`config.mk`:
```
export PLATFORM = sky130hd
export DESIGN_NAME = scc_serial_channel_control
export DESIGN_NICKNAME = d
export VERILOG_FILES = /design/src/inc/scc_pkg.sv /design/src/verilog/scc_serial_channel_control.sv
export SDC_FILE = /design/constraint.sdc
export NUM_CORES = 1
export LEC_CHECK = 0
export BUFFER_PORTS_ARGS = -buffer_cell sky130_fd_sc_hd__buf_2
export CAP_MARGIN = 20
export CELL_PAD_IN_SITES_DETAIL_PLACEMENT = 1
export CELL_PAD_IN_SITES_GLOBAL_PLACEMENT = 2
export CORE_UTILIZATION = 44
export CTS_CLUSTER_DIAMETER = 40
export DETAILED_ROUTE_END_ITERATION = 10
export PLACE_DENSITY = 0.89
export SLEW_MARGIN = 25
export SYNTH_ARGS = -nofsm -noshare
export SYNTH_HDL_FRONTEND = slang
export SYNTH_SLANG_ARGS = --single-unit
```
`constraint.sdc`:
```
create_clock -name clk -period 7.6 [get_ports clk]
set_input_delay 1.52 -clock clk [delete_from_list [all_inputs] [get_ports clk]]
set_output_delay 1.52 -clock clk [all_outputs]
set_load 0.005 [all_outputs]
```
`src/inc/scc_pkg.sv`:
```
/*
 Constants, register map and mode codes of the serial channel control block.
 Assumes a 16-bit register port with word addresses spaced by four.
*/
package scc_pkg;
   // ----------------------------------------------------------------
   // Register map
   // ----------------------------------------------------------------
   localparam logic [4:0]  ADDR_CTRL = 5'h00;
   localparam logic [4:0]  ADDR_BAUD = 5'h04;
   localparam logic [4:0]  ADDR_FDIV = 5'h08;
   localparam logic [4:0]  ADDR_TXD  = 5'h0c;
   localparam logic [4:0]  ADDR_RXD  = 5'h10;
   // ----------------------------------------------------------------
   // Control register fields
   // ----------------------------------------------------------------
   localparam int BIT_RUN  = 15;
   localparam int BIT_LOOP = 14;
   localparam int BIT_PRE3 = 13;
   localparam int BIT_ODD  = 12;
   localparam int BIT_FRAC = 11;
   localparam int BIT_OVR  = 10;
   localparam int BIT_FRM  = 9;
   localparam int BIT_PAR  = 8;
   localparam int BIT_OVEN = 7;
   localparam int BIT_FREN = 6;
   localparam int BIT_PEN  = 5;
   localparam int BIT_REN  = 4;
   localparam int BIT_STP  = 3;
   localparam logic [15:0] CTRL_RESET = 16'h0000;
   localparam logic [15:0] CTRL_WMASK = 16'hf8ff;
   localparam logic [15:0] FLAG_MASK  = 16'h0700;
   localparam int RXD_FULL_BIT = 15;
   localparam int TXD_PEND_BIT = 15;
   // ----------------------------------------------------------------
   // Widths and counts
   // ----------------------------------------------------------------
   localparam int BAUD_W  = 13;
   localparam int FDIV_W  = 9;
   localparam int DATA_W  = 9;
   localparam int FRAME_W = 13;
   localparam logic [3:0]  FRAME_LEN_MAX = 4'hd;
   localparam logic [3:0]  SYNC_LEN      = 4'h8;
   localparam logic [1:0]  PRE2_LAST     = 2'h1;
   localparam logic [1:0]  PRE3_LAST     = 2'h2;
   // ----------------------------------------------------------------
   // Frame layouts and shifter states
   // ----------------------------------------------------------------
   typedef enum logic [2:0] {
      MODE_SYNC8 = 3'h0,
      MODE_ASY8  = 3'h1,
      MODE_IRDA8 = 3'h2,
      MODE_7P    = 3'h3,
      MODE_9     = 3'h4,
      MODE_8W    = 3'h5,
      MODE_RSVD  = 3'h6,
      MODE_8P    = 3'h7
   } scc_mode_t;
   typedef enum logic {
      ST_IDLE  = 1'b0,
      ST_SHIFT = 1'b1
   } scc_st_t;
endpackage : scc_pkg

```
`src/verilog/scc_serial_channel_control.sv`:
```
/*
 Serial channel control: control register, prescaler, baud timer, a plain
 bit-rate transmitter and receiver, and the error flags.
 Assumes the register port master of the house style and a line that is
 synchronous to clk; one line sample per bit time, no oversampling.
*/
// What this block does
// - Run bit low halts baud generator and channel
// - Loopback bit routes transmit line to receiver
// - Prescaler bit picks divide by two or three
// - Fractional divider replaces prescaler when enabled
// - Odd bit inverts the generated parity sense
// - Overrun sets sticky flag while check enabled
// - Framing error sets sticky flag while enabled
// - Parity error sets sticky flag while enabled
// - Overrun check enable gates overrun detection
// - Framing check enable, asynchronous frames only
// - Bit five enables parity check outside infrared
// - Bit five inverts receive input in infrared
// - Receiver enable, self clearing after synchronous byte
// - Stop bit count selects one or two
// - Layout 000 is eight bit synchronous
// - Layouts 001, 010 are eight bit; 010 is infrared
// - Layouts 011, 111 add a parity bit
// - Layouts 100, 101 carry nine bits
// - Baud reload register holds thirteen bits
// - Low expected stop bit is a framing error
// - Parity mismatch on received frame is an error
`timescale 1ns/1ps
`default_nettype none
module scc_serial_channel_control
   import scc_pkg::*;
(
   // Clock and reset
   input  wire logic        clk,
   input  wire logic        sys_rst,
   // Register port
   input  wire logic [4:0]  reg_addr,
   input  wire logic [15:0] reg_wdata,
   input  wire logic        reg_wr,
   input  wire logic        reg_rd,
   output logic      [15:0] reg_rdata,
   // Serial line
   input  wire logic        rx_line,
   output logic             tx_line
);
   // ----------------------------------------------------------------
   // Layout decoding
   // ----------------------------------------------------------------
   function automatic logic has_par(input scc_mode_t m);
      has_par = (m == MODE_7P) || (m == MODE_8P);
   endfunction : has_par

   function automatic logic [3:0] frame_len(input scc_mode_t m, input logic two);
      logic [3:0] nd;
      nd = (m == MODE_7P) ? 4'h7 : ((m == MODE_9) || (m == MODE_8W)) ? 4'h9 : 4'h8;
      if (m == MODE_SYNC8) begin
         frame_len = SYNC_LEN;
      end else begin
         frame_len = 4'h2 + nd + {3'h0, has_par(m)} + {3'h0, two};
      end
   endfunction : frame_len

   // ----------------------------------------------------------------
   // State
   // ----------------------------------------------------------------
   logic [15:0]        ctrl;
   logic [15:0]        next_ctrl;
   logic [BAUD_W-1:0]  baud_reload;
   logic [BAUD_W-1:0]  baud_cnt;
   logic [FDIV_W-1:0]  fdiv;
   logic [FDIV_W-1:0]  frac_acc;
   logic [1:0]         pre_cnt;
   scc_st_t            tx_st;
   logic               tx_pend;
   logic [DATA_W-1:0]  tx_buf;
   logic [FRAME_W-1:0] tx_sh;
   logic [3:0]         tx_cnt;
   scc_st_t            rx_st;
   logic [FRAME_W-1:0] rx_sh;
   logic [3:0]         rx_cnt;
   logic               rx_done;
   logic               rx_full;
   logic [DATA_W-1:0]  rx_buf;

   // ----------------------------------------------------------------
   // Control decode
   // ----------------------------------------------------------------
   scc_mode_t mode;
   wire run      = ctrl[BIT_RUN];
   wire loop     = ctrl[BIT_LOOP];
   wire pre3     = ctrl[BIT_PRE3];
   wire odd      = ctrl[BIT_ODD];
   wire frac     = ctrl[BIT_FRAC];
   wire ren      = ctrl[BIT_REN];
   wire stop_bit_count      = ctrl[BIT_STP];
   assign mode   = scc_mode_t'(ctrl[2:0]);
   wire sync     = (mode == MODE_SYNC8);
   wire irda     = (mode == MODE_IRDA8);
   wire [3:0] flen = frame_len(mode, stop_bit_count);
   wire wr_ctrl  = reg_wr && (reg_addr == ADDR_CTRL);
   wire wr_baud  = reg_wr && (reg_addr == ADDR_BAUD);
   wire wr_fdiv  = reg_wr && (reg_addr == ADDR_FDIV);
   wire wr_txd   = reg_wr && (reg_addr == ADDR_TXD);
   wire rd_rxd   = reg_rd && (reg_addr == ADDR_RXD);

   // ----------------------------------------------------------------
   // Prescaler and baud timer
   // ----------------------------------------------------------------
   wire [FDIV_W:0] frac_sum = {1'b0, frac_acc} + {1'b0, fdiv};
   // At or past the end, so a switch from three to two never skips a wrap
   wire pre_last = (pre_cnt >= (pre3 ? PRE3_LAST : PRE2_LAST));
   // A zero fraction passes the clock straight through
   wire frac_en  = (fdiv == '0) || frac_sum[FDIV_W];
   wire pre_en   = run && (frac ? frac_en : pre_last);
   wire tick     = pre_en && (baud_cnt == '0);

   always_ff @(posedge clk or posedge sys_rst) begin
      if (sys_rst) begin
         pre_cnt  <= 2'h0;
         frac_acc <= '0;
         baud_cnt <= '0;
      end else if (!run) begin
         pre_cnt  <= 2'h0;
         frac_acc <= '0;
         baud_cnt <= baud_reload;
      end else begin
         pre_cnt  <= pre_last ? 2'h0 : pre_cnt + 2'h1;
         frac_acc <= frac_sum[FDIV_W-1:0];
         if (pre_en) begin
            baud_cnt <= (baud_cnt == '0) ? baud_reload : baud_cnt - 13'h1;
         end
      end
   end

   // ----------------------------------------------------------------
   // Transmitter
   // ----------------------------------------------------------------
   wire tx_par = odd ^ ((mode == MODE_7P) ? ^tx_buf[6:0] : ^tx_buf[7:0]);
   wire [8:0] tx_pay =
      (mode == MODE_7P) ? {1'b1, tx_par, tx_buf[6:0]} :
      (mode == MODE_8P) ? {tx_par, tx_buf[7:0]} :
      ((mode == MODE_9) || (mode == MODE_8W)) ? tx_buf : {1'b1, tx_buf[7:0]};
   // Unused upper frame bits are ones, so stop bits come for free
   wire [FRAME_W-1:0] tx_frame = sync ? {5'h1f, tx_buf[7:0]} : {3'h7, tx_pay, 1'b0};
   wire tx_start = tick && (tx_st == ST_IDLE) && tx_pend;
   wire tx_end   = tick && (tx_st == ST_SHIFT) && (tx_cnt == flen);

   always_ff @(posedge clk or posedge sys_rst) begin
      if (sys_rst) begin
         tx_st   <= ST_IDLE;
         tx_sh   <= '1;
         tx_cnt  <= 4'h0;
         tx_line <= 1'b1;
      end else if (!run) begin
         tx_st   <= ST_IDLE;
         tx_line <= 1'b1;
      end else if (tx_start) begin
         tx_st   <= ST_SHIFT;
         tx_line <= tx_frame[0];
         tx_sh   <= {1'b1, tx_frame[FRAME_W-1:1]};
         tx_cnt  <= 4'h1;
      end else if (tx_end) begin
         tx_st   <= ST_IDLE;
         tx_line <= 1'b1;
      end else if (tick && (tx_st == ST_SHIFT)) begin
         tx_line <= tx_sh[0];
         tx_sh   <= {1'b1, tx_sh[FRAME_W-1:1]};
         tx_cnt  <= tx_cnt + 4'h1;
      end
   end

   // New data while pending overwrites the waiting word
   always_ff @(posedge clk or posedge sys_rst) begin
      if (sys_rst) begin
         tx_pend <= 1'b0;
         tx_buf  <= '0;
      end else if (wr_txd) begin
         tx_pend <= 1'b1;
         tx_buf  <= reg_wdata[DATA_W-1:0];
      end else if (tx_start) begin
         tx_pend <= 1'b0;
      end
   end

   // ----------------------------------------------------------------
   // Receiver
   // ----------------------------------------------------------------
   wire rx_raw = loop ? tx_line : rx_line;
   wire rx_in  = rx_raw ^ (irda && ctrl[BIT_PEN]);
   wire rx_go  = tick && (rx_st == ST_IDLE) && ren && (sync || !rx_in);
   wire rx_last = (rx_cnt + 4'h1) == flen;
   wire [FRAME_W-1:0] rx_al = rx_sh >> (FRAME_LEN_MAX - flen);
   wire [8:0] rx_pay  = rx_al[9:1];
   wire wide9 = (mode == MODE_9) || (mode == MODE_8W) || (mode == MODE_8P);
   wire [DATA_W-1:0] rx_data = sync ? {1'b0, rx_al[7:0]} :
                               wide9 ? rx_pay : {1'b0, rx_pay[7:0]};
   wire frame_bad = !rx_al[flen - 4'h1] || (stop_bit_count && !rx_al[flen - 4'h2]);
   wire par_rcv  = (mode == MODE_7P) ? rx_al[8] : rx_al[9];
   wire par_calc = odd ^ ((mode == MODE_7P) ? ^rx_al[7:1] : ^rx_al[8:1]);
   wire ovr_ev = rx_done && rx_full && ctrl[BIT_OVEN];
   wire frm_ev = rx_done && !sync && ctrl[BIT_FREN] && frame_bad;
   wire par_ev = rx_done && has_par(mode) && ctrl[BIT_PEN] && (par_rcv != par_calc);
   wire ren_clr = rx_done && sync;

   always_ff @(posedge clk or posedge sys_rst) begin
      if (sys_rst) begin
         rx_st   <= ST_IDLE;
         rx_sh   <= '0;
         rx_cnt  <= 4'h0;
         rx_done <= 1'b0;
      end else if (!run) begin
         rx_st   <= ST_IDLE;
         rx_done <= 1'b0;
      end else begin
         rx_done <= 1'b0;
         if (rx_go || (tick && (rx_st == ST_SHIFT))) begin
            rx_sh  <= {rx_in, rx_sh[FRAME_W-1:1]};
            rx_cnt <= rx_go ? 4'h1 : rx_cnt + 4'h1;
            rx_st  <= ST_SHIFT;
            if (rx_st == ST_SHIFT && rx_last) begin
               rx_st   <= ST_IDLE;
               rx_done <= 1'b1;
            end
         end
      end
   end

   // A new frame beats a read in the same cycle
   always_ff @(posedge clk or posedge sys_rst) begin
      if (sys_rst) begin
         rx_full <= 1'b0;
         rx_buf  <= '0;
      end else if (rx_done) begin
         rx_full <= 1'b1;
         rx_buf  <= rx_data;
      end else if (rd_rxd) begin
         rx_full <= 1'b0;
      end
   end

   // ----------------------------------------------------------------
   // Control register
   // ----------------------------------------------------------------
   always_comb begin
      next_ctrl = ctrl;
      if (wr_ctrl) begin
         next_ctrl = (reg_wdata & CTRL_WMASK) | (ctrl & reg_wdata & FLAG_MASK);
      end else if (ren_clr) begin
         next_ctrl[BIT_REN] = 1'b0;
      end
      if (ovr_ev) begin
         next_ctrl[BIT_OVR] = 1'b1;
      end
      if (frm_ev) begin
         next_ctrl[BIT_FRM] = 1'b1;
      end
      if (par_ev) begin
         next_ctrl[BIT_PAR] = 1'b1;
      end
   end

   always_ff @(posedge clk or posedge sys_rst) begin
      if (sys_rst) begin
         ctrl        <= CTRL_RESET;
         baud_reload <= '0;
         fdiv        <= '0;
      end else begin
         ctrl <= next_ctrl;
         if (wr_baud) begin
            baud_reload <= reg_wdata[BAUD_W-1:0];
         end
         if (wr_fdiv) begin
            fdiv <= reg_wdata[FDIV_W-1:0];
         end
      end
   end

   // ----------------------------------------------------------------
   // Read port
   // ----------------------------------------------------------------
   wire [15:0] rd_mux =
      (reg_addr == ADDR_CTRL) ? ctrl :
      (reg_addr == ADDR_BAUD) ? {3'h0, baud_reload} :
      (reg_addr == ADDR_FDIV) ? {7'h0, fdiv} :
      (reg_addr == ADDR_TXD)  ? {tx_pend, 6'h0, tx_buf} :
      (reg_addr == ADDR_RXD)  ? {rx_full, 6'h0, rx_buf} : 16'h0000;

   always_ff @(posedge clk or posedge sys_rst) begin
      if (sys_rst) begin
         reg_rdata <= 16'h0000;
      end else begin
         reg_rdata <= reg_rd ? rd_mux : 16'h0000;
      end
   end
endmodule : scc_serial_channel_control
`default_nettype wire

```
==> results.md, run 1 <==
Drt:
- Across all layers, the routed design uses 6510 vias.
- The post-detailed-route count of antenna-violating nets is 0.
- Dividing the detail-routed via count by the number of cells gives 6.27.
- The number of remaining DRC errors is 0.
- The total routed wirelength is 24600 µm.
- The detailed router's first-iteration violation count is 508.
- The detail-routed net length per standard cell is 23.6 µm.
- Before antenna repair, the detailed router went through 6 iterations.

STA:
- The worst pin sits at a relative slew slack of 30.2%.
- The total negative slack is 0 ns.
- The number of max-slew violations in the final report is 0.
- The final setup skew is 0.0111 ns.
- Dividing the final minimum period by the clock period gives 71.3%.
- Setup violations remaining at the end of the flow were counted as 0.
- The final critical delay including setup and external delays is 5.42 ns.
- The final hold violation count came to 0.
- Based on the critical path, the design can be clocked at up to 0.185 GHz.
- The worst-margin pin slew is 1.05 ns.
- Setup repair after global routing left no endpoint under its margin.

Global routing:
- The number of global-route vias before repair is 6940.
- The total grt overflow is 0.
- The initial antenna violation count is 0.
- The first global-routing pass estimated 39100 µm of wire.
- The total track usage is 28.2%.
- Entering global routing, the biggest net connects 83 pins.

Layout:
- From synthesis to final layout, the design area changed by 11.8%.
- The share of cells above drive strength 1 is 23.1%.
- The final layout contains 847 nets.
- The post-route cell area is 8840 µm².
- 0 antenna diodes ended up in the layout.

Run:
- The tool flagged a number of max-cap violations equal to 0.

Clocking:
- The maximum count of clock buffers along a single path is 2.
- The number of buffers added by the clock tree synthesis step is 17.
- The number of hold buffers added after CTS was 0.
- The TritonCTS sink count is 132.
- The TritonCTS clock tree is built.
- The number of gates resized after CTS is 0.
- The post-CTS clock slew at the launch and capture registers of the worst setup and hold paths is 0.06 ns.
- The post-CTS setup repair buffer count is 0.
- Clock tree synthesis selected as its root buffer the cell sky130_fd_sc_hd__clkbuf_16.
- The level count of the clock H-tree is 4.
- The clock reaches the later pin of the worst-skew pair after 0.43 ns.

Logic synthesis:
- Summed over all instances, the cell type with the most area after synthesis is sky130_fd_sc_hd__dfrtp_1.
- In this run, distinct cell masters in the synthesized netlist total 93.
- Ranked by total cell area, the synthesized netlist is headed by sky130_fd_sc_hd__dfrtp_1 39%, sky130_fd_sc_hd__mux2_2 9.0%, sky130_fd_sc_hd__dfstp_2 3.3%.
- The proportion of netlist area held by the largest area contributor is 38.6%.
- The post-synthesis cell area is 7910 µm².
- The count of synthesis-stage warnings from yosys is 0.
- For this run, asynchronously set or reset flops after synthesis account for 100%.
- In this run, synthesis inferred 0 flip-flops with an integrated enable.
- The most used flip-flop cell after synthesis is sky130_fd_sc_hd__dfrtp_1.
- Counting flops and latches in the post-synthesis netlist gives 132.
- Synthesis handed over a netlist of 776 instances.
- In the post-synthesis netlist, the cell with the most instances is sky130_fd_sc_hd__dfrtp_1.
- Sequential cells were found to cover 41.9% of the synthesized design area.
- After synthesis, the most frequently instantiated cells are 122 x sky130_fd_sc_hd__dfrtp_1, 63 x sky130_fd_sc_hd__mux2_2, 63 x sky130_fd_sc_hd__nand2_1.
- The net count after synthesis is 822.
- A synthesized cell averages 10.2 µm².

Die:
- The floorplan step defined a die boundary enclosing 18500 µm².
- The I/O pin total is 43.
- The starting utilization of the core area is 45.4%.
- The floorplan has 48 rows.
- The die is 136 µm wide.
- Measured along the y axis, the die boundary spans 136 µm.
- The total area inside the core boundary comes to 17400 µm².

Pwr:
- Sequential cells account for 32.7% of the total power.
- The switching power of the nets is 0.00110 W.
- In this run, the clock network consumes 30.2% of the power.
- The total power draw is 0.00289 W.
- Across the VDD grid, the largest voltage drop is 203 µV.
- The switching share of power is 38.3%.
- The portion of total power attributed to combinational logic is 37.1%.
- Summed over all cells, the static leakage comes to 4.00 nW.
- The internal power contribution is 0.00178 W.
- For this design the ratio of total power to cell area is 326 nW/µm².

Setup path:
- The worst setup path is captured at a flop.
- Along the worst path, the maximum fanout reaches 25.
- On the critical path the largest part of the delay comes from adder cells.
- The buffers plus inverters on the worst setup path is 1.
- Data arrives at the worst endpoint at 5.70 ns.
- The worst setup path is launched from a flop.
- The category of the most critical setup path is reg2reg.
- The master of the slowest instance on the critical path is sky130_fd_sc_hd__ha_1.
- At the worst endpoint, the required time is 7.89 ns.
- Walking the worst path, the cells encountered are nand3b_1 > o21ai_0 > fa_1 > ha_1 > o31a_1 > inv_4 > ha_1 > o221ai_1 > o32ai_4 > xnor2_1 > nor2_1 > xnor3_1 > xnor2_1 > o21ai_1.
- The peak per-stage delay on the critical path is 0.89 ns.

Placed design:
- The post-place instance area is 8230 µm².
- The HPWL after detailed placement is 17200 µm.
- The weighted congestion reported at the end of routability-driven placement is 0.898.
- The number of input and output port buffers inserted is 42.

Min path:
- The type of the most critical hold path is reg2reg.

Outcome:
- The run finished with clean final reports.
area by class of cell:
cell class / instances / area, µm²
clock buffers: 19 / 443
clock inverters: 13 / 170
fillers: 1945 / 8570
inverters: 25 / 103
multi-input cells: 575 / 4260
flip-flops and latches: 132 / 3320
well taps: 225 / 282
repair buffers: 50 / 270
power by group through the flow:
| stage | Sequential (W) | Combinational (W) | Clock (W) |
|---|---|---|---|
| 5_1_grt | 0.000957 | 0.00117 | 0.000911 |
| 3_3_place_gp | 0.000942 | 0.00102 | 0 |
| 2_1_floorplan | 0.000891 | 0.000850 | 0 |
| 4_1_cts | 0.000943 | 0.00107 | 0.000881 |
| 6_report | 0.000945 | 0.00107 | 0.000870 |
| 3_5_place_dp | 0.000952 | 0.00105 | 0 |
per-layer routing:
metal,routed length (µm),share of wire [%],track usage [%],vias up
li1,-,-,-,2898
met1,10300,42,35.3,3354
met2,12400,51,47.8,209
met3,1060,4.3,5.00,49
met4,776,3.2,11.1,0
met5,0,0,0,-
per-stage QoR:
step | util (%) | cells | setup WS [ns] | hold WS (ns)
after floorplan | - | 776 | 2.57 | 0.441
after global placement | 47.2 | 1007 | 2.55 | 0.450
after detailed placement | 47.2 | 1007 | 2.20 | 0.468
after CTS | 50.8 | 1039 | 2.19 | 0.480
after global routing | 50.8 | 1039 | 1.78 | 0.492
final | 50.8 | 1039 | 2.18 | 0.476
logic make-up after synthesis:
family	count (synthesis)	synth area share, %
and+or+nand+nor	241	15.9
AOI/OAI and AO/OA	194	18.4
DFF	132	41.9
muxes	85	11.8
buffers and inverters	69	4.19
xor gates and xnor gates	35	4.42
adders and majority gates	20	3.36
tightest hold or removal path: cells and delay by family, from the launching register on:
| kind | cells | cell delay, ns |
|---|---|---|
| buffers and inverters | 1 | 0.04 |
| flip-flops | 1 | 0.37 |
| multiplexers | 1 | 0.06 |
state kept, by name (all words and copies together) (netlist names):
name	count
baud_cnt	13
rx_sh	13
tx_st	1
rx_buf	9
reg_rdata	16
baud_reload	13
rx_full	1
tx_pend	1
tx_line	1
fdiv	9
pre_cnt	2
rx_st	1
tx_cnt	4
ctrl	16
frac_acc	9
rx_cnt	4
rx_done	1
tx_sh	9
tx_buf	9
final timing paths:
check                           depth (start not counted)  slack (ns)            startpoint               endpoint
worst max-delay path                                   14        2.18   ctrl[2]$_DFFE_PP0P_    ctrl[8]$_DFFE_PP0P_
worst min-delay path                                    2        0.48  tx_sh[7]$_DFFE_PP1P_   tx_sh[7]$_DFFE_PP1P_
worst max register to register                         14        2.18   ctrl[2]$_DFFE_PP0P_    ctrl[8]$_DFFE_PP0P_
worst min register to register                          2        0.48  tx_sh[7]$_DFFE_PP1P_   tx_sh[7]$_DFFE_PP1P_
max in group asynchronous                               3        5.14               sys_rst  tx_buf[8]$_DFFE_PP0P_
min in group asynchronous                               2        1.22               sys_rst  frac_acc[3]$_DFF_PP0_
layout by cell type, fill, tap and decap left out, types with 8 or more instances in the layout:
master	count
sky130_fd_sc_hd__ha_1	18
sky130_fd_sc_hd__a21oi_1	38
sky130_fd_sc_hd__xnor2_1	23
sky130_fd_sc_hd__a22oi_1	21
sky130_fd_sc_hd__nand2b_1	9
sky130_fd_sc_hd__nor2b_1	10
sky130_fd_sc_hd__o22ai_1	8
sky130_fd_sc_hd__nand2_1	63
sky130_fd_sc_hd__and3_1	9
sky130_fd_sc_hd__clkbuf_16	17
sky130_fd_sc_hd__nand3_1	23
sky130_fd_sc_hd__nor3_1	25
sky130_fd_sc_hd__dfstp_2	10
sky130_fd_sc_hd__mux2_2	63
sky130_fd_sc_hd__inv_1	21
sky130_fd_sc_hd__a222oi_1	10
sky130_fd_sc_hd__buf_2	42
sky130_fd_sc_hd__a21boi_0	10
sky130_fd_sc_hd__o21ai_0	31
sky130_fd_sc_hd__nor2_1	41
sky130_fd_sc_hd__mux2i_1	20
sky130_fd_sc_hd__xor2_1	8
sky130_fd_sc_hd__buf_4	8
sky130_fd_sc_hd__or3_1	11
sky130_fd_sc_hd__dfrtp_1	122
sky130_fd_sc_hd__and2_1	14
No activity file was read; power rests on OpenSTA's default activity.
==> inputs of run 2 (changes only) <==
--- a/config.mk
+++ b/config.mk
@@ -5,14 +5,15 @@
 export SDC_FILE = /design/constraint.sdc
 export NUM_CORES = 1
 export LEC_CHECK = 0
+export ABC_AREA = 1
 export BUFFER_PORTS_ARGS = -buffer_cell sky130_fd_sc_hd__buf_2
 export CAP_MARGIN = 20
 export CELL_PAD_IN_SITES_DETAIL_PLACEMENT = 1
 export CELL_PAD_IN_SITES_GLOBAL_PLACEMENT = 2
-export CORE_UTILIZATION = 44
+export CORE_UTILIZATION = 33
 export CTS_CLUSTER_DIAMETER = 40
 export DETAILED_ROUTE_END_ITERATION = 10
-export PLACE_DENSITY = 0.89
+export PLACE_DENSITY = 0.8
 export SLEW_MARGIN = 25
 export SYNTH_ARGS = -nofsm -noshare
 export SYNTH_HDL_FRONTEND = slang
==> constraint.sdc (replaced) <==
create_clock -name clk -period 4.8 [get_ports clk]
set_input_delay 0.96 -clock clk [delete_from_list [all_inputs] [get_ports clk]]
set_output_delay 0.96 -clock clk [all_outputs]
set_load 0.005 [all_outputs]
==> run 2 against run 1 <==
Clock power is 59% higher. Wire length is 2.4% lower. Largest cell class unchanged. Count of clock-buffer cells in the layout is the same. Power grew 60%. Global-route usage down 6.7 points. Clock skew fell by 0.00063 ns. Worst hold slack got worse by 0.0035 ns.
==> results.md, run 2 <==
Outcome:
- Result of the run: completed (unchanged).

Drt:
- The total iterations of the first detailed-routing run is 4 (was 6).
- The detailed-route vias per instance is 5.27 (was 6.27).
- The detailed router's first-iteration violation count is 382 (was 508).
- The total number of vias is 7021 (was 6510).
- The total routed wirelength is 24000 µm (was 24600 µm).
- The detail-routed net length per standard cell is 18.0 µm (was 23.6 µm).
- The number of remaining DRC errors is 0 (unchanged).
- The post-detailed-route count of antenna-violating nets is 0 (unchanged).

Placed design:
- The detailed placer's ending HPWL came to 17600 µm (was 17200 µm).
- The weighted congestion reported at the end of routability-driven placement is 0.836 (was 0.898).
- The post-place setup slack came to 0.934 ns (was 2.20 ns).
- The number of input and output port buffers inserted is 42 (unchanged).
- The placed instance count is 1301 (was 1007).

Die:
- The die footprint was 23700 µm² (was 18500 µm²).
- The horizontal die dimension is 154 µm (was 136 µm).
- The core box area is 22600 µm² (was 17400 µm²).
- The I/O pin total was 43 (unchanged).
- The starting utilization of the core area came to 33.7% (was 45.4%).
- The die span in y is 154 µm (was 136 µm).
- The standard-cell row count is 55 (was 48).

Logic synthesis:
- The register bit total from synthesis came to 132 (unchanged).
- The number of synthesized flops with an enable pin came to 0 (unchanged).
- The most used flip-flop cell after synthesis is sky130_fd_sc_hd__dfrtp_1 (unchanged).
- The net count after synthesis is 1049 (was 822).
- The post-synthesis cell area is 7630 µm² (was 7910 µm²).
- The count of synthesis-stage warnings from yosys came to 0 (unchanged).
- The number of distinct standard cells referenced by the synthesized netlist is 45 (was 93).
- The synthesized area divided by synthesized cell count was 7.61 µm² (was 10.2 µm²).
- Commonest cells post-synth: 272 x sky130_fd_sc_hd__nand2_1, 125 x sky130_fd_sc_hd__o21ai_0, 122 x sky130_fd_sc_hd__dfrtp_1 (was 122 x sky130_fd_sc_hd__dfrtp_1, 63 x sky130_fd_sc_hd__mux2_2, 63 x sky130_fd_sc_hd__nand2_1).
- The proportion of netlist area held by the largest area contributor is 40.0% (was 38.6%).
- Most area-consuming cells after synthesis: sky130_fd_sc_hd__dfrtp_1 40%, sky130_fd_sc_hd__nand2_1 13%, sky130_fd_sc_hd__o21ai_0 8.2% (was sky130_fd_sc_hd__dfrtp_1 39%, sky130_fd_sc_hd__mux2_2 9.0%, sky130_fd_sc_hd__dfstp_2 3.3%).
- The post-synthesis cell type with the largest combined area is sky130_fd_sc_hd__dfrtp_1 (unchanged).
- The post-synthesis cell count was 1003 (was 776).
- The fraction of the yosys area taken by sequential cells is 43.5% (was 41.9%).
- The async set-reset flop share out of synthesis is 100% (unchanged).
- The most used standard cell by instance count after synthesis is sky130_fd_sc_hd__nand2_1 (was sky130_fd_sc_hd__dfrtp_1).

Layout:
- The count of nets after finishing came to 1081 (was 847).
- Largest regs: ctrl x16, reg_rdata x16 (unchanged).
- The most common cell after layout, fill and taps aside is sky130_fd_sc_hd__nand2_1 (was sky130_fd_sc_hd__dfrtp_1).
- The share of cells above drive strength 1 is 11.1% (was 23.1%).
- The final cell count without fillers is 1333 (was 1039).
- Most frequent cells in the layout: 272 x sky130_fd_sc_hd__nand2_1, 125 x sky130_fd_sc_hd__o21ai_0, 122 x sky130_fd_sc_hd__dfrtp_1 (was 122 x sky130_fd_sc_hd__dfrtp_1, 63 x sky130_fd_sc_hd__nand2_1, 63 x sky130_fd_sc_hd__mux2_2).
- The growth of design area from synthesis to finish is 14.0% (was 11.8%).
- The total inserted antenna cells was 0 (unchanged).

Clocking:
- The post-CTS clock slew at the launch and capture registers of the worst setup and hold paths is 0.06 ns (about the same).
- The number of buffers added by the clock tree synthesis step is 17 (unchanged).
- The number of gates resized after CTS came to 0 (unchanged).
- The hold buffer count at CTS was 0 (unchanged).
- The latest clock arrival within the worst-skew pair was 0.44 ns (was 0.43 ns).
- The level count of the clock H-tree is 4 (unchanged).
- The maximum count of clock buffers along a single path is 2 (unchanged).
- The root buffer cell is sky130_fd_sc_hd__clkbuf_16 (unchanged).
- The TritonCTS sink count is 132 (unchanged).
- The TritonCTS clock tree is built (unchanged).
- The post-CTS setup repair buffer count is 0 (unchanged).

Global routing:
- The total track usage was 21.5% (was 28.2%).
- The number of global-route vias before repair is 7080 (was 6940).
- The maximum number of pins on one net before global-route repair is 109 (was 83).
- The first-pass GRT wire length is 39200 µm (was 39100 µm).
- The total grt overflow is 0 (unchanged).
- The initial antenna violation count came to 0 (unchanged).

Setup path:
- The source of the worst register-to-register timing path was ctrl[0]$_DFFE_PP0P_ (was ctrl[2]$_DFFE_PP0P_).
- The capturing point of the worst reg2reg path is ctrl[9]$_DFFE_PP0P_ (was ctrl[8]$_DFFE_PP0P_).
- The kind of launch point of the worst setup path is a flop (unchanged).
- The category of the most critical setup path is reg2reg (unchanged).
- The length in cells of the worst reg-to-reg path is 20 (was 14).
- The flop-to-flop setup slack is 0.88 ns (was 2.18 ns).
- The critical path capture point is ctrl[9]$_DFFE_PP0P_ (was ctrl[8]$_DFFE_PP0P_).
- The required time at the endpoint of the critical path is 5.10 ns (was 7.89 ns).
- The launch point of the critical path was ctrl[0]$_DFFE_PP0P_ (was ctrl[2]$_DFFE_PP0P_).
- The worst path arrival time is 4.22 ns (was 5.70 ns).
- The kind of capture point of the worst setup path is a flop (unchanged).
- The top fanout value on the critical path was 23 (was 25).

STA:
- Setup repair after global routing missed its margin: false (unchanged).
- The worst hold margin came to 0.472 ns (was 0.476 ns).
- The worst-margin pin slew came to 0.917 ns (was 1.05 ns).
- The final critical delay including setup and external delays is 3.92 ns (was 5.42 ns).
- The final hold violation count came to 0 (unchanged).
- The relative slew slack is 38.8% (was 30.2%).
- The total negative slack is 0 ns (unchanged).
- The highest clock rate is 0.255 GHz (was 0.185 GHz).
- The final setup skew is 0.0105 ns (was 0.0111 ns).
- The number of max-slew violations in the final report is 0 (unchanged).
- The number of endpoints failing setup at the final stage is 0 (unchanged).
- The final period utilization is 81.6% (was 71.3%).
- The final setup slack of the worst path was 0.884 ns (was 2.18 ns).

Pwr:
- The total power draw is 0.00461 W (was 0.00289 W).
- The static leakage power came to 4.24 nW (was 4.00 nW).
- The ratio of total power to cell area is 530 nW/µm² (was 326 nW/µm²).
- The maximum vdd ir drop was 229 µV (was 203 µV).

Run:
- The reported max-cap violation count is 0 (unchanged).

Min path:
- The type of the most critical hold path is reg2reg (unchanged).
run 2: cell count changes after synthesis, sizes merged, moves of 19 or more:
cell	previous run	this run
o21ai	38	132
inv	23	122
nand3	24	104
mux2	65	9
nand2	65	276
mux2i	20	1
run 2: how the worst min path moves through the flow:
stage,end,depth (start not counted),startpoint
after CTS,tx_sh[2]$_DFFE_PP1P_,2,tx_sh[2]$_DFFE_PP1P_
final,tx_sh[2]$_DFFE_PP1P_,2,tx_sh[2]$_DFFE_PP1P_
after global placement,tx_sh[2]$_DFFE_PP1P_,2,tx_sh[2]$_DFFE_PP1P_
after detailed placement,tx_sh[2]$_DFFE_PP1P_,2,tx_sh[2]$_DFFE_PP1P_
after floorplan,pre_cnt[0]$_DFF_PP0_,1,pre_cnt[0]$_DFF_PP0_
after global routing,tx_sh[2]$_DFFE_PP1P_,2,tx_sh[2]$_DFFE_PP1P_
run 2: worst max-delay path: stages (launching register included):
cell                      delay, ns
sky130_fd_sc_hd__dfrtp_1       0.44
sky130_fd_sc_hd__nand2_1       0.12
sky130_fd_sc_hd__nor2_1        0.09
sky130_fd_sc_hd__inv_1         0.20
sky130_fd_sc_hd__nand2_1       0.11
sky130_fd_sc_hd__fa_1          0.40
sky130_fd_sc_hd__ha_1          0.35
sky130_fd_sc_hd__nand2_2       0.30
sky130_fd_sc_hd__ha_1          0.52
sky130_fd_sc_hd__inv_1         0.22
sky130_fd_sc_hd__nand3_1       0.11
sky130_fd_sc_hd__nand2_1       0.13
sky130_fd_sc_hd__nand2_1       0.14
sky130_fd_sc_hd__nand2_1       0.11
sky130_fd_sc_hd__nand2_1       0.06
sky130_fd_sc_hd__a21oi_1       0.14
sky130_fd_sc_hd__nand2_1       0.09
sky130_fd_sc_hd__nand2_1       0.07
sky130_fd_sc_hd__nand3_1       0.09
sky130_fd_sc_hd__nand2_1       0.07
sky130_fd_sc_hd__nand2_1       0.04
run 2: cells by family (layout without fill, tap and decap cells):
group	Yosys count	count (layout)	share of synthesized area [%]
fa+ha+maj	20	20	3.48
simple gates	445	445	24.8
flops	132	132	43.5
compound gates	207	207	15.1
mux	10	10	1.46
buf+inv	160	205	8.46
xor+xnor	29	29	3.33
run 2: routing by layer:
layer	global-route usage, %	share of wire (%)	vias up
li1	-	-	3390
met1	29.9	48	3472
met2	34.3	46	128
met3	3.97	3.9	31
met4	5.10	1.3	0
met5	0	0	-
run 2: layout make-up:
type,instances,area (µm²)
fill,2799,13900
tap,285,357
timing repair buffer,50,270
clock inverter,13,160
multi-input combinational,711,3670
clock buffer,19,453
inverter,123,472
sequential,132,3320
run 2: power by group:
group | leakage, nW | total [W] | switching [W] | internal, W
combinational | 2.25 | 0.00170 | 0.00114 | 0.000568
sequential | 1.69 | 0.00152 | 0.000179 | 0.00134
clock | 0.300 | 0.00138 | 0.000569 | 0.000812
run 2: per-stage QoR:
| stage | utilization [%] | area (µm²) |
|---|---|---|
| detailed placement | 35.7 | 8090 |
| global placement | 35.7 | 8090 |
| CTS | 38.4 | 8700 |
| global route | 38.4 | 8700 |
| floorplan | - | 7630 |
| finish | 38.4 | 8700 |
==> inputs of run 3 (changes only) <==
==> constraint.sdc (replaced) <==
create_clock -name clk -period 3.6 [get_ports clk]
set_input_delay 0.72 -clock clk [delete_from_list [all_inputs] [get_ports clk]]
set_output_delay 0.72 -clock clk [all_outputs]
set_load 0.005 [all_outputs]
==> run 3 against run 2 <==
First-iteration DRC count fell by 6.5%. Sequential power grew 34%. Final area rose by 0.70%. Die area stayed put. Count of clock-buffer cells in the layout is 2 lower. Sequential share of layout area shrank 0.25 points. Wire length grew 1.5%. Non-clock buffer count up 10. Worst setup slack lost 0.58 ns. Cell count increased by 0.75%. Critical endpoint is now ctrl[8]$_DFFE_PP0P_.
==> results.md, run 3 (synthesis results as in run 2) <==
Outcome:
- Result of the run: completed (unchanged).

Setup path:
- Ordered cell list for the critical path: nand2_1 > nor2_2 > inv_1 > nand2_1 > fa_1 > ha_1 > nand2_1 > ha_2 > inv_1 > nand2_1 > nand3_1 > inv_1 > nand3_1 > nand2_1 > nand3_1 > nand2_1 > nand3_1 > nand3_1 > nand2_1 (was nand2_1 > nor2_1 > inv_1 > nand2_1 > fa_1 > ha_1 > nand2_2 > ha_1 > inv_1 > nand3_1 > nand2_1 > nand2_1 > nand2_1 > nand2_1 > a21oi_1 > nand2_1 > nand2_1 > nand3_1 > nand2_1 > nand2_1).
- The category of the most critical setup path is reg2reg (unchanged).
- The buffers plus inverters on the worst setup path is 3 (was 2).
- The length in cells of the worst reg-to-reg path is 19 (was 20).
- The top fanout value on the critical path is 8 (was 23).
- The kind of capture point of the worst setup path is a flop (unchanged).
- The cell family with the largest share of critical-path delay is simple AND/OR/NAND/NOR gates (unchanged).
- The flop-to-flop setup slack was 0.31 ns (was 0.88 ns).
- The worst path arrival time came to 3.60 ns (was 4.22 ns).
- The cell repeated most along the worst path is sky130_fd_sc_hd__nand2_1 (unchanged).
- The source of the worst register-to-register timing path was ctrl[1]$_DFFE_PP0P_ (was ctrl[0]$_DFFE_PP0P_).
- The kind of launch point of the worst setup path is a flop (unchanged).
- The master of the slowest instance on the critical path is sky130_fd_sc_hd__ha_2 (was sky130_fd_sc_hd__ha_1).
- The required time at the endpoint of the critical path was 3.91 ns (was 5.10 ns).
- The peak per-stage delay on the critical path is 0.43 ns (was 0.52 ns).
- The capturing point of the worst reg2reg path is ctrl[8]$_DFFE_PP0P_ (was ctrl[9]$_DFFE_PP0P_).

Clocking:
- The post-CTS setup repair buffer count is 0 (unchanged).
- The number of gates resized after CTS was 0 (unchanged).
- The root buffer cell is sky130_fd_sc_hd__clkbuf_16 (unchanged).
- The TritonCTS sink count is 132 (unchanged).
- The post-CTS clock slew at the launch and capture registers of the worst setup and hold paths was 0.06 ns (about the same).
- The level count of the clock H-tree is 4 (unchanged).
- The TritonCTS clock tree is built (unchanged).
- The latest clock arrival within the worst-skew pair was 0.43 ns (was 0.44 ns).
- The number of buffers added by the clock tree synthesis step was 17 (unchanged).
- The hold buffer count at CTS is 0 (unchanged).
- The maximum count of clock buffers along a single path was 2 (unchanged).

Drt:
- The total number of vias came to 6989 (was 7021).
- The detailed router's first-iteration violation count is 357 (was 382).
- The total iterations of the first detailed-routing run came to 5 (was 4).
- The number of remaining DRC errors came to 0 (unchanged).
- The detailed-route vias per instance is 5.20 (was 5.27).
- The detail-routed net length per standard cell is 18.1 µm (was 18.0 µm).
- The post-detailed-route count of antenna-violating nets was 0 (unchanged).
- The total routed wirelength is 24300 µm (was 24000 µm).

Placed design:
- The number of input and output port buffers inserted is 42 (unchanged).
- The weighted congestion reported at the end of routability-driven placement is 0.866 (was 0.836).
- The detailed placer's ending HPWL was 18100 µm (was 17600 µm).

Pwr:
- The static leakage power came to 4.26 nW (was 4.24 nW).
- The ratio of total power to cell area is 695 nW/µm² (was 530 nW/µm²).
- The maximum vdd ir drop is 247 µV (was 229 µV).
- The total power draw was 0.00609 W (was 0.00461 W).

Die:
- The core box area is 22600 µm² (unchanged).
- The die span in y is 154 µm (unchanged).
- The I/O pin total is 43 (unchanged).
- The horizontal die dimension is 154 µm (unchanged).
- The die footprint is 23700 µm² (unchanged).
- The standard-cell row count came to 55 (unchanged).
- The starting utilization of the core area is 33.7% (unchanged).

STA:
- The final setup skew is 0.00960 ns (was 0.0105 ns).
- The relative slew slack came to 50.5% (was 38.8%).
- Setup repair after global routing missed its margin: false (unchanged).
- The final critical delay including setup and external delays is 3.29 ns (was 3.92 ns).
- The highest clock rate came to 0.304 GHz (was 0.255 GHz).
- The number of max-slew violations in the final report is 0 (unchanged).
- The total negative slack is 0 ns (unchanged).
- The final period utilization is 91.5% (was 81.6%).
- The number of endpoints failing setup at the final stage was 0 (unchanged).
- The final hold violation count came to 0 (unchanged).
- The worst-margin pin slew is 0.741 ns (was 0.917 ns).

Layout:
- Largest regs: ctrl x16, reg_rdata x16 (unchanged).
- The share of cells above drive strength 1 is 12.3% (was 11.1%).
- The total inserted antenna cells is 0 (unchanged).
- The number of fill cells in the layout is 2795 (was 2799).
- Most frequent cells in the layout: 271 x sky130_fd_sc_hd__nand2_1, 125 x sky130_fd_sc_hd__o21ai_0, 121 x sky130_fd_sc_hd__dfrtp_1 (was 272 x sky130_fd_sc_hd__nand2_1, 125 x sky130_fd_sc_hd__o21ai_0, 122 x sky130_fd_sc_hd__dfrtp_1).
- The most common cell after layout, fill and taps aside is sky130_fd_sc_hd__nand2_1 (unchanged).
- The count of nets after finishing was 1091 (was 1081).
- The growth of design area from synthesis to finish is 14.8% (was 14.0%).

Run:
- The reported max-cap violation count is 0 (unchanged).

Global routing:
- The total track usage is 21.8% (was 21.5%).
- The number of global-route vias before repair is 7163 (was 7080).
- The maximum number of pins on one net before global-route repair is 72 (was 109).
- The initial antenna violation count is 0 (unchanged).
- The first-pass GRT wire length came to 39800 µm (was 39200 µm).
- The total grt overflow is 0 (unchanged).

Min path:
- The type of the most critical hold path is in2async (was reg2reg).
-- run 3: cell types whose count changed in the layout (fill, tap and decap cells not counted), sizes merged --
cell | before | now
buf | 50 | 60
clkbuf | 19 | 17
clkinv | 2 | 6
clkinvlp | 1 | 5
inv | 131 | 125
-- run 3: per-stage QoR --
step	cell area, µm²	util, %	setup slack [ns]	std cells	hold WS [ns]
3_3_place_gp	8170	36.1	0.300	1311	0.460
5_1_grt	8760	38.7	0.00912	1343	0.220
2_1_floorplan	7630	-	0.398	1003	0.442
4_1_cts	8750	38.7	0.158	1343	0.210
6_report	8760	38.7	0.305	1343	0.222
3_5_place_dp	8170	36.1	0.181	1311	0.466
-- run 3: cell type report --
class	count	area, µm²	share of cell area (%)
multi-input cells	711	3680	42.0
flip-flops and latches	132	3320	37.9
inverters	123	468	5.34
clock buffers	17	425	4.86
repair buffers	60	358	4.08
well taps	285	357	4.07
clock inverters	15	156	1.78
-- run 3: worst max path at each step --
stage          cells past startpoint                start                  end  slack, ns
6_report                          19  ctrl[1]$_DFFE_PP0P_  ctrl[8]$_DFFE_PP0P_       0.31
5_1_grt                           24  ctrl[1]$_DFFE_PP0P_  ctrl[8]$_DFFE_PP0P_      0.009
4_1_cts                           22  ctrl[1]$_DFFE_PP0P_  ctrl[8]$_DFFE_PP0P_       0.16
3_5_place_dp                      22  ctrl[1]$_DFFE_PP0P_  ctrl[8]$_DFFE_PP0P_       0.18
3_3_place_gp                      23  ctrl[2]$_DFFE_PP0P_  ctrl[8]$_DFFE_PP0P_       0.30
2_1_floorplan                     24  ctrl[0]$_DFFE_PP0P_  ctrl[8]$_DFFE_PP0P_       0.40
-- run 3: layer usage --
| layer | part of all wire (%) | up-vias | track usage (%) | wire length [µm] |
|---|---|---|---|---|
| li1 | - | 3396 | - | - |
| met3 | 2.8 | 24 | 3.83 | 672 |
| met1 | 49 | 3465 | 30.2 | 11800 |
| met5 | 0 | - | 0 | 0 |
| met2 | 47 | 104 | 34.8 | 11500 |
| met4 | 1.6 | 0 | 6.14 | 381 |
-- run 3: report_power, final --
group,internal (W),total (W),switching (W)
Combinational,0.000784,0.00230,0.00152
Sequential,0.00179,0.00204,0.000247
Clock,0.00102,0.00175,0.000724
Total,0.00360,0.00609,0.00249
